<file path="config.mk">
export PLATFORM = sky130hd
export DESIGN_NAME = cpu_interrupt_priority_controller
export DESIGN_NICKNAME = d
export VERILOG_FILES = /design/src/core/vector_round_picker.v /design/src/core/unlock_window.v /design/src/core/cpu_interrupt_priority_controller.v
export VERILOG_INCLUDE_DIRS = /design/src /design/src/core
export SDC_FILE = /design/constraint.sdc
export NUM_CORES = 1
export LEC_CHECK = 0
export ABC_CLOCK_PERIOD_IN_PS = 7400
export BUFFER_PORTS_ARGS = -buffer_cell sky130_fd_sc_hd__buf_2
export CAP_MARGIN = 0
export CORE_MARGIN = 2
export CORE_UTILIZATION = 40
export DETAILED_ROUTE_END_ITERATION = 10
export HOLD_SLACK_MARGIN = 0.08
export SLEW_MARGIN = 0
export SYNTH_ARGS = -nofsm -noshare
export SYNTH_HDL_FRONTEND = slang
export SYNTH_SLANG_ARGS = --single-unit
export TNS_END_PERCENT = 100
</file>
<file path="constraint.sdc">
create_clock -name CLK_SYS -period 7.4 [get_ports CLK_SYS]
set_input_delay 0 -clock CLK_SYS [delete_from_list [all_inputs] [get_ports CLK_SYS]]
set_output_delay 0 -clock CLK_SYS [all_outputs]
set_load 0.05 [all_outputs]
</file>
<file path="src/core/intc_consts.vh">
// register map, field positions and encodings of the interrupt priority controller
`ifndef INTC_CONSTS_VH
`define INTC_CONSTS_VH
`define OFS_VECTOR_CONTROL          8'h00
`define OFS_EXEC_STATUS             8'h01
`define OFS_NORMAL_PRIORITY_POINTER 8'h02
`define OFS_HIGH_PRIORITY_VECTOR    8'h03
`define BIT_VECTOR_BASE_SELECT      6
`define BIT_COMPACT_TABLE_ENABLE    5
`define BIT_ROTATING_PRIORITY       0
`define BIT_UNMASKABLE_ACTIVE       7
`define BIT_HIGH_LEVEL_ACTIVE       1
`define BIT_NORMAL_LEVEL_ACTIVE     0
`define RESET_BYTE                  8'h00
`define NO_HIGH_VECTOR              8'h00
`define VEC_RESET                   8'h00
`define VEC_UNMASKABLE              8'h01
`define FIRST_PERIPHERAL_VEC        2
`define COMPACT_VEC_UNMASKABLE      8'h01
`define COMPACT_VEC_HIGH            8'h02
`define COMPACT_VEC_NORMAL          8'h03
`define LVL_NONE                    2'h0
`define LVL_NORMAL                  2'h1
`define LVL_HIGH                    2'h2
`define LVL_UNMASKABLE              2'h3
`define UNLOCK_WINDOW_INSTR         3'h4
`endif

</file>
<file path="src/core/vector_round_picker.v">
// picks the first pending vector after a pointer, wrapping past the top index
`timescale 1ns/1ps
module vector_round_picker #(
    parameter NUM_VECTORS = 32
) (
    input  wire [NUM_VECTORS-1:0] req,
    input  wire [7:0]             after_vec,
    output reg                    found,
    output reg  [7:0]             vec
);
    integer k;
    integer cand;
    // scan from highest offset down so the nearest one after the pointer wins
    always @* begin
        found = 1'b0;
        vec   = 8'h00;
        cand  = 0;
        for (k = NUM_VECTORS; k >= 1; k = k - 1) begin
            cand = (after_vec + k) % NUM_VECTORS;
            if (req[cand]) begin
                found = 1'b1;
                vec   = cand[7:0];
            end
        end
    end
endmodule

</file>
<file path="src/core/unlock_window.v">
// opens a short write window after the io register key is presented
`timescale 1ns/1ps
`include "intc_consts.vh"
module unlock_window (
    input  wire CLK_SYS,
    input  wire RSTN,
    input  wire key_seen,
    input  wire instr_done,
    output wire open
);
    reg [2:0] left;
    // window counts down one per executed instruction
    always @(posedge CLK_SYS or negedge RSTN) begin
        if (!RSTN) begin
            left <= 3'h0;
        end else if (key_seen) begin
            left <= `UNLOCK_WINDOW_INSTR;
        end else if (instr_done && left != 3'h0) begin
            left <= left - 3'h1;
        end
    end
    assign open = (left != 3'h0);
endmodule

</file>
<file path="src/core/cpu_interrupt_priority_controller.v">
// interrupt priority controller: levels, scheduling, compact table and executing state
//
// Operation
// vector named in high priority select register becomes level 1, above normal ones
// pending level 1 request preempts running level 0 handler, which resumes later
// after reset all non-unmaskable vectors are normal level until one is promoted
// fixed or rotating ordering among pending normal requests, chosen by software
// index 0 is reset, index 1 unmaskable, peripherals numbered upward to n
// reset, unmaskable and level 1 always beat normal level vectors
// fixed ordering with zero pointer serves lowest pending vector first
// pointer value Y gives Y lowest and Y+1 highest normal priority
// nonzero pointer wraps priority past top index; unmaskable stays on top
// rotating mode loads pointer with each acknowledged normal vector number
// software sets rotating enable bit for rotating, clears it for fixed
// compact mode: unmaskable vector 1, level 1 vector 2, all normal vector 3
// software writes one to compact enable bit to enter compact mode
// executing state per level so each handler return restores prior state
// software writes unlock key then guarded bits within four instructions
// guarded write without valid unlock leaves the field unchanged
// only base select and compact enable are guarded; others write freely
// executing flags set while level handler runs or is preempted, clear on return
// zero in high priority select means no level 1 vector
// nothing preempts unmaskable handler; simultaneous unmaskable served lowest first
// base select one puts vectors at boot start, zero after boot section
// winning vector presented with request; core acknowledge updates flags and pointer
// request held until acknowledged or withdrawn; peripheral flags untouched
//
// Local design decision: the strobed register port.
`timescale 1ns/1ps
`include "intc_consts.vh"
module cpu_interrupt_priority_controller #(
    parameter                   NUM_VECTORS     = 32,
    parameter [NUM_VECTORS-1:0] UNMASKABLE_MASK = 32'h00000002
) (
    input  wire                   CLK_SYS,
    input  wire                   RSTN,
    input  wire [7:0]             ADDR,
    input  wire [7:0]             WDATA,
    input  wire                   WR,
    input  wire                   RD,
    output reg  [7:0]             RDATA,
    input  wire                   UNLOCK_KEY,
    input  wire                   INSTR_DONE,
    input  wire [NUM_VECTORS-1:0] IRQ_PENDING,
    input  wire                   INT_ACK,
    input  wire                   RETURN_FROM_HANDLER,
    output reg                    INT_REQ,
    output reg  [7:0]             INT_VECTOR,
    output reg  [1:0]             INT_LEVEL,
    output reg                    VECTOR_BASE_SELECT
);
    reg        compact_table_enable;
    reg        rotating_priority_enable;
    reg [7:0]  normal_priority_pointer;
    reg [7:0]  high_priority_vector_select;
    reg        unmaskable_active_flag;
    reg        high_level_active_flag;
    reg        normal_level_active_flag;
    reg [7:0]  win_vec;
    reg        next_req;
    reg [7:0]  next_vec;
    reg [1:0]  next_level;
    reg [7:0]  next_rdata;
    reg [NUM_VECTORS-1:0] normal_req;
    reg [NUM_VECTORS-1:0] nmi_req;
    reg        high_pending;
    wire       guard_open;
    wire       nmi_found;
    wire [7:0] nmi_vec;
    wire       normal_found;
    wire [7:0] normal_vec;
    wire [NUM_VECTORS-1:0] high_hit;
    integer    i;
    genvar     g;

    function is_hit;
        input [7:0] a;
        input [7:0] ofs;
        begin
            is_hit = (a == ofs);
        end
    endfunction

    function [7:0] control_byte;
        input base_sel;
        input compact;
        input rotating;
        begin
            control_byte                            = `RESET_BYTE;
            control_byte[`BIT_VECTOR_BASE_SELECT]   = base_sel;
            control_byte[`BIT_COMPACT_TABLE_ENABLE] = compact;
            control_byte[`BIT_ROTATING_PRIORITY]    = rotating;
        end
    endfunction

    function [7:0] status_byte;
        input unmaskable;
        input high;
        input normal;
        begin
            status_byte                           = `RESET_BYTE;
            status_byte[`BIT_UNMASKABLE_ACTIVE]   = unmaskable;
            status_byte[`BIT_HIGH_LEVEL_ACTIVE]   = high;
            status_byte[`BIT_NORMAL_LEVEL_ACTIVE] = normal;
        end
    endfunction

    function [7:0] compact_vec;
        input [1:0] level;
        begin
            case (level)
                `LVL_UNMASKABLE: compact_vec = `COMPACT_VEC_UNMASKABLE;
                `LVL_HIGH:       compact_vec = `COMPACT_VEC_HIGH;
                `LVL_NORMAL:     compact_vec = `COMPACT_VEC_NORMAL;
                default:         compact_vec = `VEC_RESET;
            endcase
        end
    endfunction

    // one select comparator per vector; zero select matches nothing
    generate
        for (g = 0; g < NUM_VECTORS; g = g + 1) begin : high_hit_gen
            localparam [7:0] VEC_NUM = g;
            assign high_hit[g] = (high_priority_vector_select != `NO_HIGH_VECTOR) &&
                                 (high_priority_vector_select == VEC_NUM);
        end
    endgenerate

    unlock_window guard (
        .CLK_SYS    (CLK_SYS),
        .RSTN       (RSTN),
        .key_seen   (UNLOCK_KEY),
        .instr_done (INSTR_DONE),
        .open       (guard_open)
    );

    // request classes per vector
    always @* begin
        nmi_req      = {NUM_VECTORS{1'b0}};
        normal_req   = {NUM_VECTORS{1'b0}};
        high_pending = 1'b0;
        for (i = `FIRST_PERIPHERAL_VEC - 1; i < NUM_VECTORS; i = i + 1) begin
            if (UNMASKABLE_MASK[i]) begin
                nmi_req[i] = IRQ_PENDING[i];
            end else if (i >= `FIRST_PERIPHERAL_VEC) begin
                if (high_hit[i]) begin
                    high_pending = IRQ_PENDING[i];
                end else begin
                    normal_req[i] = IRQ_PENDING[i];
                end
            end
        end
    end

    // lowest index unmaskable first
    vector_round_picker #(
        .NUM_VECTORS (NUM_VECTORS)
    ) nmi_pick (
        .req       (nmi_req),
        .after_vec (`VEC_RESET),
        .found     (nmi_found),
        .vec       (nmi_vec)
    );

    // normal level starts after the pointer and wraps
    vector_round_picker #(
        .NUM_VECTORS (NUM_VECTORS)
    ) normal_pick (
        .req       (normal_req),
        .after_vec (normal_priority_pointer),
        .found     (normal_found),
        .vec       (normal_vec)
    );

    // level choice against the running level
    always @* begin
        next_req   = 1'b0;
        next_vec   = 8'h00;
        next_level = `LVL_NONE;
        win_vec    = 8'h00;
        if (nmi_found && !unmaskable_active_flag) begin
            next_req   = 1'b1;
            next_level = `LVL_UNMASKABLE;
            win_vec    = nmi_vec;
        end else if (high_pending && !unmaskable_active_flag && !high_level_active_flag) begin
            next_req   = 1'b1;
            next_level = `LVL_HIGH;
            win_vec    = high_priority_vector_select;
        end else if (normal_found && !unmaskable_active_flag && !high_level_active_flag &&
                     !normal_level_active_flag) begin
            next_req   = 1'b1;
            next_level = `LVL_NORMAL;
            win_vec    = normal_vec;
        end
        if (compact_table_enable) begin
            next_vec = compact_vec(next_level);
        end else begin
            next_vec = win_vec;
        end
    end

    // request presented and re-evaluated every cycle except the acknowledge cycle, which drops it
    always @(posedge CLK_SYS or negedge RSTN) begin
        if (!RSTN) begin
            INT_REQ    <= 1'b0;
            INT_VECTOR <= 8'h00;
            INT_LEVEL  <= `LVL_NONE;
        end else if (INT_REQ && INT_ACK) begin
            INT_REQ    <= 1'b0;
            INT_VECTOR <= 8'h00;
            INT_LEVEL  <= `LVL_NONE;
        end else begin
            INT_REQ    <= next_req;
            INT_VECTOR <= next_vec;
            INT_LEVEL  <= next_level;
        end
    end

    // executing flags: return clears the top one, acknowledge sets
    always @(posedge CLK_SYS or negedge RSTN) begin
        if (!RSTN) begin
            unmaskable_active_flag   <= 1'b0;
            high_level_active_flag   <= 1'b0;
            normal_level_active_flag <= 1'b0;
        end else begin
            if (RETURN_FROM_HANDLER) begin
                if (unmaskable_active_flag) begin
                    unmaskable_active_flag <= 1'b0;
                end else if (high_level_active_flag) begin
                    high_level_active_flag <= 1'b0;
                end else begin
                    normal_level_active_flag <= 1'b0;
                end
            end
            if (INT_REQ && INT_ACK) begin
                case (INT_LEVEL)
                    `LVL_UNMASKABLE: unmaskable_active_flag   <= 1'b1;
                    `LVL_HIGH:       high_level_active_flag   <= 1'b1;
                    `LVL_NORMAL:     normal_level_active_flag <= 1'b1;
                    default:         normal_level_active_flag <= normal_level_active_flag;
                endcase
            end
        end
    end

    // the real vector number behind a compact request
    reg [7:0] acked_vec;
    always @(posedge CLK_SYS or negedge RSTN) begin
        if (!RSTN) begin
            acked_vec <= 8'h00;
        end else if (!(INT_REQ && INT_ACK)) begin
            acked_vec <= win_vec;
        end
    end

    // configuration registers
    always @(posedge CLK_SYS or negedge RSTN) begin
        if (!RSTN) begin
            VECTOR_BASE_SELECT          <= 1'b0;
            compact_table_enable        <= 1'b0;
            rotating_priority_enable    <= 1'b0;
            normal_priority_pointer     <= `RESET_BYTE;
            high_priority_vector_select <= `NO_HIGH_VECTOR;
        end else begin
            if (WR && is_hit(ADDR, `OFS_VECTOR_CONTROL)) begin
                rotating_priority_enable <= WDATA[`BIT_ROTATING_PRIORITY];
                if (guard_open) begin
                    VECTOR_BASE_SELECT   <= WDATA[`BIT_VECTOR_BASE_SELECT];
                    compact_table_enable <= WDATA[`BIT_COMPACT_TABLE_ENABLE];
                end
            end
            if (WR && is_hit(ADDR, `OFS_HIGH_PRIORITY_VECTOR)) begin
                high_priority_vector_select <= WDATA;
            end
            if (INT_REQ && INT_ACK && INT_LEVEL == `LVL_NORMAL && rotating_priority_enable) begin
                normal_priority_pointer <= acked_vec;
            end else if (WR && is_hit(ADDR, `OFS_NORMAL_PRIORITY_POINTER)) begin
                normal_priority_pointer <= WDATA;
            end
        end
    end

    // read data one cycle after the strobe
    always @* begin
        next_rdata = 8'h00;
        if (is_hit(ADDR, `OFS_VECTOR_CONTROL)) begin
            next_rdata = control_byte(VECTOR_BASE_SELECT, compact_table_enable, rotating_priority_enable);
        end else if (is_hit(ADDR, `OFS_EXEC_STATUS)) begin
            next_rdata = status_byte(unmaskable_active_flag, high_level_active_flag, normal_level_active_flag);
        end else if (is_hit(ADDR, `OFS_NORMAL_PRIORITY_POINTER)) begin
            next_rdata = normal_priority_pointer;
        end else if (is_hit(ADDR, `OFS_HIGH_PRIORITY_VECTOR)) begin
            next_rdata = high_priority_vector_select;
        end
    end

    always @(posedge CLK_SYS or negedge RSTN) begin
        if (!RSTN) begin
            RDATA <= 8'h00;
        end else if (RD) begin
            RDATA <= next_rdata;
        end else begin
            RDATA <= 8'h00;
        end
    end
endmodule

</file>
# Yosys cells after proc, flatten, opt, wreduce, memory -nomap -nowiden
# Index checks and enable logic that the tools add are counted.
totals:
  ff_bits: 52
  latch_bits: 0
  n_memories: 0
  ram_bits: 0
  inputBits: 56
  romBits: 0
classes:
  reduce_logical: 53
  eq_ne: 40
  n_lt_le_gt_ge: 32
  muxes: 225
  n_div: 0
  add_sub_neg: 33
  n_bitwise: 0
  mul: 0
  shifts: 0
op_table:
  columns: ["op", "count"]
  rows:
  - ["$lt 5x6->1 const B", 32]
  - ["$bmux 1 s5", 32]
  - ["$mux 5", 32]
  - ["$mux 1", 142]
  - ["$eq 8x5->1 const B", 16]
  - ["$mux 8", 12]
  - ["$add 5x5->5 const B", 16]
  - ["$eq 8x4->1 const B", 8]
  - ["$logic_and 1x1->1", 43]
  - ["$add 5x4->5 const B", 8]
  - ["$eq 8x2->1 const B", 4]
  - ["$eq 8x3->1 const B", 4]
  - ["$add 5x3->5 const B", 4]
  - ["$add 5x1->5 const B", 2]
  - ["$add 5x2->5 const B", 2]
  - ["$eq 2x2->1 const B", 4]
  - ["$eq 8x1->1 const B", 1]
  - ["$logic_not 8->1", 1]
  - ["$reduce_bool 8->1", 1]
  - ["$mux 2", 3]
  - ["$mux 3", 2]
  - ["$pmux 2 s3", 1]
  - ["$eq 2x1->1 const B", 2]
  - ["$reduce_bool 2->1", 2]
  - ["other kinds (7)", 9]

# Logic depth before layout (Yosys ltp)
logic_depth:
  ltp_word: 47
  depth_mapped: 23

# Cells and area by module
# A second synthesis with hierarchy kept.
unflattened:
  cells_unflattened: 1642
  area_unflattened_um2: 14397.6
modules_own_cells:
  columns: ["mod", "seq_area_each_um2", "cells_per_inst", "area_per_inst_um2", "instances"]
  rows:
  - ["vector_round_picker", 0.0, 662, 5562.8, 2]
  - ["cpu_interrupt_priority_controller", 1226.2, 302, 3084.2, 1]
  - ["unlock_window", 75.1, 16, 187.7, 1]

# Least setup slack after synthesis
# OpenSTA, ideal clock, no wires.
synth_timing:
  path_type: "register -> register"
  startpoint: "register normal_priority_pointer[1]"
  endpoint: "register acked_vec[2]"
  arrival_ps: 4752
  synth_period_minus_slack_ps: 4876
  n_path_buf: 5
  path_slack_ps: 2524
  path_stages_with_launch: 21
  cell_sequence: "dfrtp_1 clkbuf_1 buf_2 clkinv_1 clkbuf_1 ha_1 buf_2 buf_1 mux4_2 o41a_1 nor2_1 a211oi_1 a311oi_2 o21ai_1 nand2_1 and4_1 or4_1 a41oi_1 a211oi_1 a21oi_1 nand2_1"
synth_via:
  elab_chain_cells: 41
synth_rtl:
  columns: ["element", "line_no", "source"]
  rows:
  - ["start, declared", "cpu_interrupt_priority_controller.v:54", "reg [7:0] normal_priority_pointer;"]
  - ["start signal, assigned", "cpu_interrupt_priority_controller.v:262", "normal_priority_pointer <= `RESET_BYTE;"]
  - ["start signal, assigned", "cpu_interrupt_priority_controller.v:276", "normal_priority_pointer <= acked_vec;"]
  - ["$add 5x1->5", "vector_round_picker.v:19", "cand = (after_vec + k) % NUM_VECTORS;"]
  - ["$bmux 1 s5", "vector_round_picker.v:20", "if (req[cand]) begin"]
  - ["$mux 1 (implied by the code)", "vector_round_picker.v:20", null]
  - ["$mux 1 (32 in a row)", "vector_round_picker.v:20", null]
  - ["$logic_and 1x1->1 (3 in a row)", "cpu_interrupt_priority_controller.v:189", "end else if (normal_found && !unmaskable_active_flag && !high_level_active_flag &&"]
  - ["$mux 8 (*)", "cpu_interrupt_priority_controller.v:189", null]
  - ["$mux 8 (*)", "cpu_interrupt_priority_controller.v:185", "end else if (high_pending && !unmaskable_active_flag && !high_level_active_flag) begin"]
  - ["$mux 8 (*)", "cpu_interrupt_priority_controller.v:181", "if (nmi_found && !unmaskable_active_flag) begin"]
  - ["end signal, assigned", "cpu_interrupt_priority_controller.v:252", "acked_vec <= win_vec;"]
  - ["end, declared", "cpu_interrupt_priority_controller.v:247", "reg [7:0] acked_vec;"]
# Mark *: on every way between the ends. The rest lies on a longest branch, timed or not. The select of a mux whose other input is x is not followed.
# A chain may end at the register's enable or synchronous reset.

# Worst setup path in the final report
layout_timing:
  startpoint: "register normal_priority_pointer[0]"
  endpoint: "register acked_vec[4]"
# Same word-level chain as after synthesis.

==> impl_metrics.env <==
export IMPL_grt_pass1_vias=10200
export IMPL_synth_edf_count=0
export IMPL_comb_power_share_pct=84.9
export IMPL_rr_startpoint="normal_priority_pointer[0]"
export IMPL_fp_dieH_um=158
export IMPL_hold_start="ADDR[4]"
export IMPL_rrSetupSlack_ps=1630
export IMPL_io_pins=76
export IMPL_final_hold_viol_count=0
export IMPL_clk_pin_slew_ps=60
export IMPL_post_cts_resized=0
export IMPL_finalWirelength_um=40100
export IMPL_antenna_cells=0
export IMPL_synth_top_area_cell="dfrtp_1"
export IMPL_nets=1351
export IMPL_multiInputGateArea_mm2=0.00758
export IMPL_drc=0
export IMPL_ant_nets=0
export IMPL_async_reset_ff_share_pct=100
export IMPL_first_iter_violations=1261
export IMPL_die_width_um=158
export IMPL_fin_cells=1602
export IMPL_hpwl_um=30500
export IMPL_seq_area_frac_synth_pct=13.8
export IMPL_hold_depth=3
export IMPL_worstPathArrival_ps=5950
export IMPL_netSwitchingPower_mw=2.47
export IMPL_swShare_pct=61.0
export IMPL_syn_to_final_growth_pct=8.88
export IMPL_htreeDepth=2
export IMPL_vdd_drop_max_mv=0.287
export IMPL_start_util_pct=40.4
export IMPL_regArea_mm2=0.00131
export IMPL_ys_warn_count=0
export IMPL_max_stage_delay_ps=660
export IMPL_fin_crit_ps=5770
export IMPL_cellLeakagePower_nw=3.92
export IMPL_drv_cap=0
export IMPL_period_share_pct=78.0
export IMPL_cp_max_fo=19
export IMPL_synth_area_leaders="dfrtp_1, mux2i_1, mux2_2"
export IMPL_critPathCaptureType="flop"
export IMPL_cts_tree="built"
export IMPL_finalSetupTns_ps=0
export IMPL_globalplace_congestion=1.05
export IMPL_power_share_clock_pct=5.8
export IMPL_finalWorstSetupSlack_ps=1630
export IMPL_wl_per_cell_um=25.0
export IMPL_worstHoldPathType="in2reg"
export IMPL_seqPwrFrac_pct=9.3
export IMPL_final_cell_area_mm2=0.0103
export IMPL_antenna_found_initial=0
export IMPL_cp_num_buf_inv=2
export IMPL_synth_most_common_cell="nand2_1"
export IMPL_die_area_mm2=0.0248
export IMPL_critPathSlowestCell="ha_1"
export IMPL_timing_fmax_ghz=0.173
export IMPL_critPathLaunchType="flop"
export IMPL_internal_power_mw=1.58
export IMPL_grt_max_degree=65
export IMPL_syn_area_per_cell_um2=7.50
export IMPL_routed_via_count=11100
export IMPL_hold_end="RDATA[0]"
export IMPL_worstReg2RegEnd="acked_vec[4]"
export IMPL_grt_setup_unrepaired="false"
export IMPL_grt_pass1_wl_um=60500
export IMPL_worst_slew_pin_slew_ps=1140
export IMPL_p_per_area_mw_per_mm2=394
export IMPL_io_buffers=74
export IMPL_fin_util_pct=44.0
export IMPL_drive_gt1_share_pct=16.4
export IMPL_cts_num_sinks=52
export IMPL_place_area_mm2=0.00998
export IMPL_post_place_ws_ps=1910
export IMPL_syn_area_mm2=0.00943
export IMPL_ys_ff_latch=52
export IMPL_via_per_inst=6.92
export IMPL_yosys_top_cells_count="nand2_1, nor2_1, a21oi_1"
export IMPL_power_mw=4.04
export IMPL_cp_top_family="compound AO/OA/AOI/OAI gates"
export IMPL_synth_cell_types=109
export IMPL_core_area_mm2=0.0233
export IMPL_insertion_delay_ps=290
export IMPL_cts_root_buf="clkbuf_16"
export IMPL_cts_buffers=5
export IMPL_cts_buffer_depth=2
export IMPL_grt_use_total_pct=31.7
export IMPL_placedCellCount=1580
export IMPL_fin_skew_ps=5.60
export IMPL_rows=56
export IMPL_crit_chain="inv_2, ha_1, inv_1, nor2_1, a32oi_1, mux2i_1, mux2i_1, nor2_1, nor2b_1, o221ai_1, a2111oi_1, o21ai_1, a21oi_1, o31a_1, nand2_1"
export IMPL_crit_type="reg2reg"
export IMPL_grt_overflow_total=0
export IMPL_finalSetupViolations=0
export IMPL_synthFlopType="dfrtp_1"
export IMPL_drt_pass1_iter_count=6
export IMPL_cp_required_ps=7570
export IMPL_outcome="complete, no violations"
export IMPL_slew_violations=0
export IMPL_fillers=2408
export IMPL_rr_worst_depth=15
export IMPL_hold_ws_ps=83.7
export IMPL_synth_top_area_share_pct=13.8
export IMPL_syn_instance_count=1258
export IMPL_relSlewSlack_pct=24.3
## worst reg2reg max path, delay by kind of cell (launching register included)
kind	cells	cell delay (ps)
AOI/OAI and AO/OA	6	2020
adders and majority gates	1	670
buffers and inverters	2	930
DFF	1	400
muxes	2	640
and+or+nand+nor	4	1000
## cells in the final DEF, fill, tap and decap left out, types with 30 or more instances in the layout
| cell type | n |
|---|---|
| nor3_1 | 38 |
| dfrtp_1 | 49 |
| a21oi_1 | 86 |
| nand3_1 | 36 |
| xnor2_1 | 42 |
| buf_2 | 74 |
| mux2i_1 | 60 |
| buf_4 | 30 |
| nand2_1 | 112 |
| mux2_2 | 42 |
| nor2_1 | 110 |
| o21ai_0 | 53 |
## per-layer routing
metal	routed length, um	vias to the layer above	track usage (%)
met1	16500	5283	42.0
met3	3910	151	5.97
met5	0	-	0
met2	17400	690	49.4
li1	-	4954	-
met4	2360	0	15.7
## area by class of cell
class                      count  area share [%]
multi-input combinational   1079            73.8
sequential                    52            12.7
timing repair buffer         118            7.17
tap                          319            3.89
clock buffer                   7            1.39
inverter                      26           0.951
clock inverter                 1          0.0731
## power groups by stage
stage	Sequential, mW	Combinational, mW	Clock, mW
2_1_floorplan	0.424	2.29	0
3_3_place_gp	0.379	3.30	0
3_5_place_dp	0.379	3.28	0
4_1_cts	0.375	3.30	0.236
5_1_grt	0.381	3.62	0.248
6_report	0.376	3.43	0.234
## cells by family after synthesis
group           share of synthesized area, %
fa+ha+maj                               1.73
simple gates                            24.5
buf+inv                                 5.90
mux                                     14.2
flops                                   13.8
other cells                           0.0398
xor+xnor                                5.08
compound gates                          34.8
## worst max-delay path by stage
stage,start,to,slack [ps],cells after the start
floorplan,normal_priority_pointer[1],acked_vec[2],2520,20
global placement,normal_priority_pointer[0],INT_VECTOR[2],1950,14
detailed placement,normal_priority_pointer[0],acked_vec[2],1910,15
CTS,normal_priority_pointer[0],acked_vec[2],1860,15
global route,normal_priority_pointer[0],acked_vec[2],1530,15
finish,normal_priority_pointer[0],acked_vec[4],1630,15
## what timing repair did
item                                    in CTS  in global routing
endpoints found under the hold margin       87                  0
hold buffers                                14                  0
endpoints found under the setup margin       0                  0
setup buffers                                0                  0
## flip-flops by register name (all words and copies together) (netlist names), 2 cells and up
register                     count
INT_VECTOR                       8
RDATA                            8
acked_vec                        8
high_priority_vector_select      8
normal_priority_pointer          8
guard.left                       3
INT_LEVEL                        2
(Power assumes the default switching activity.)
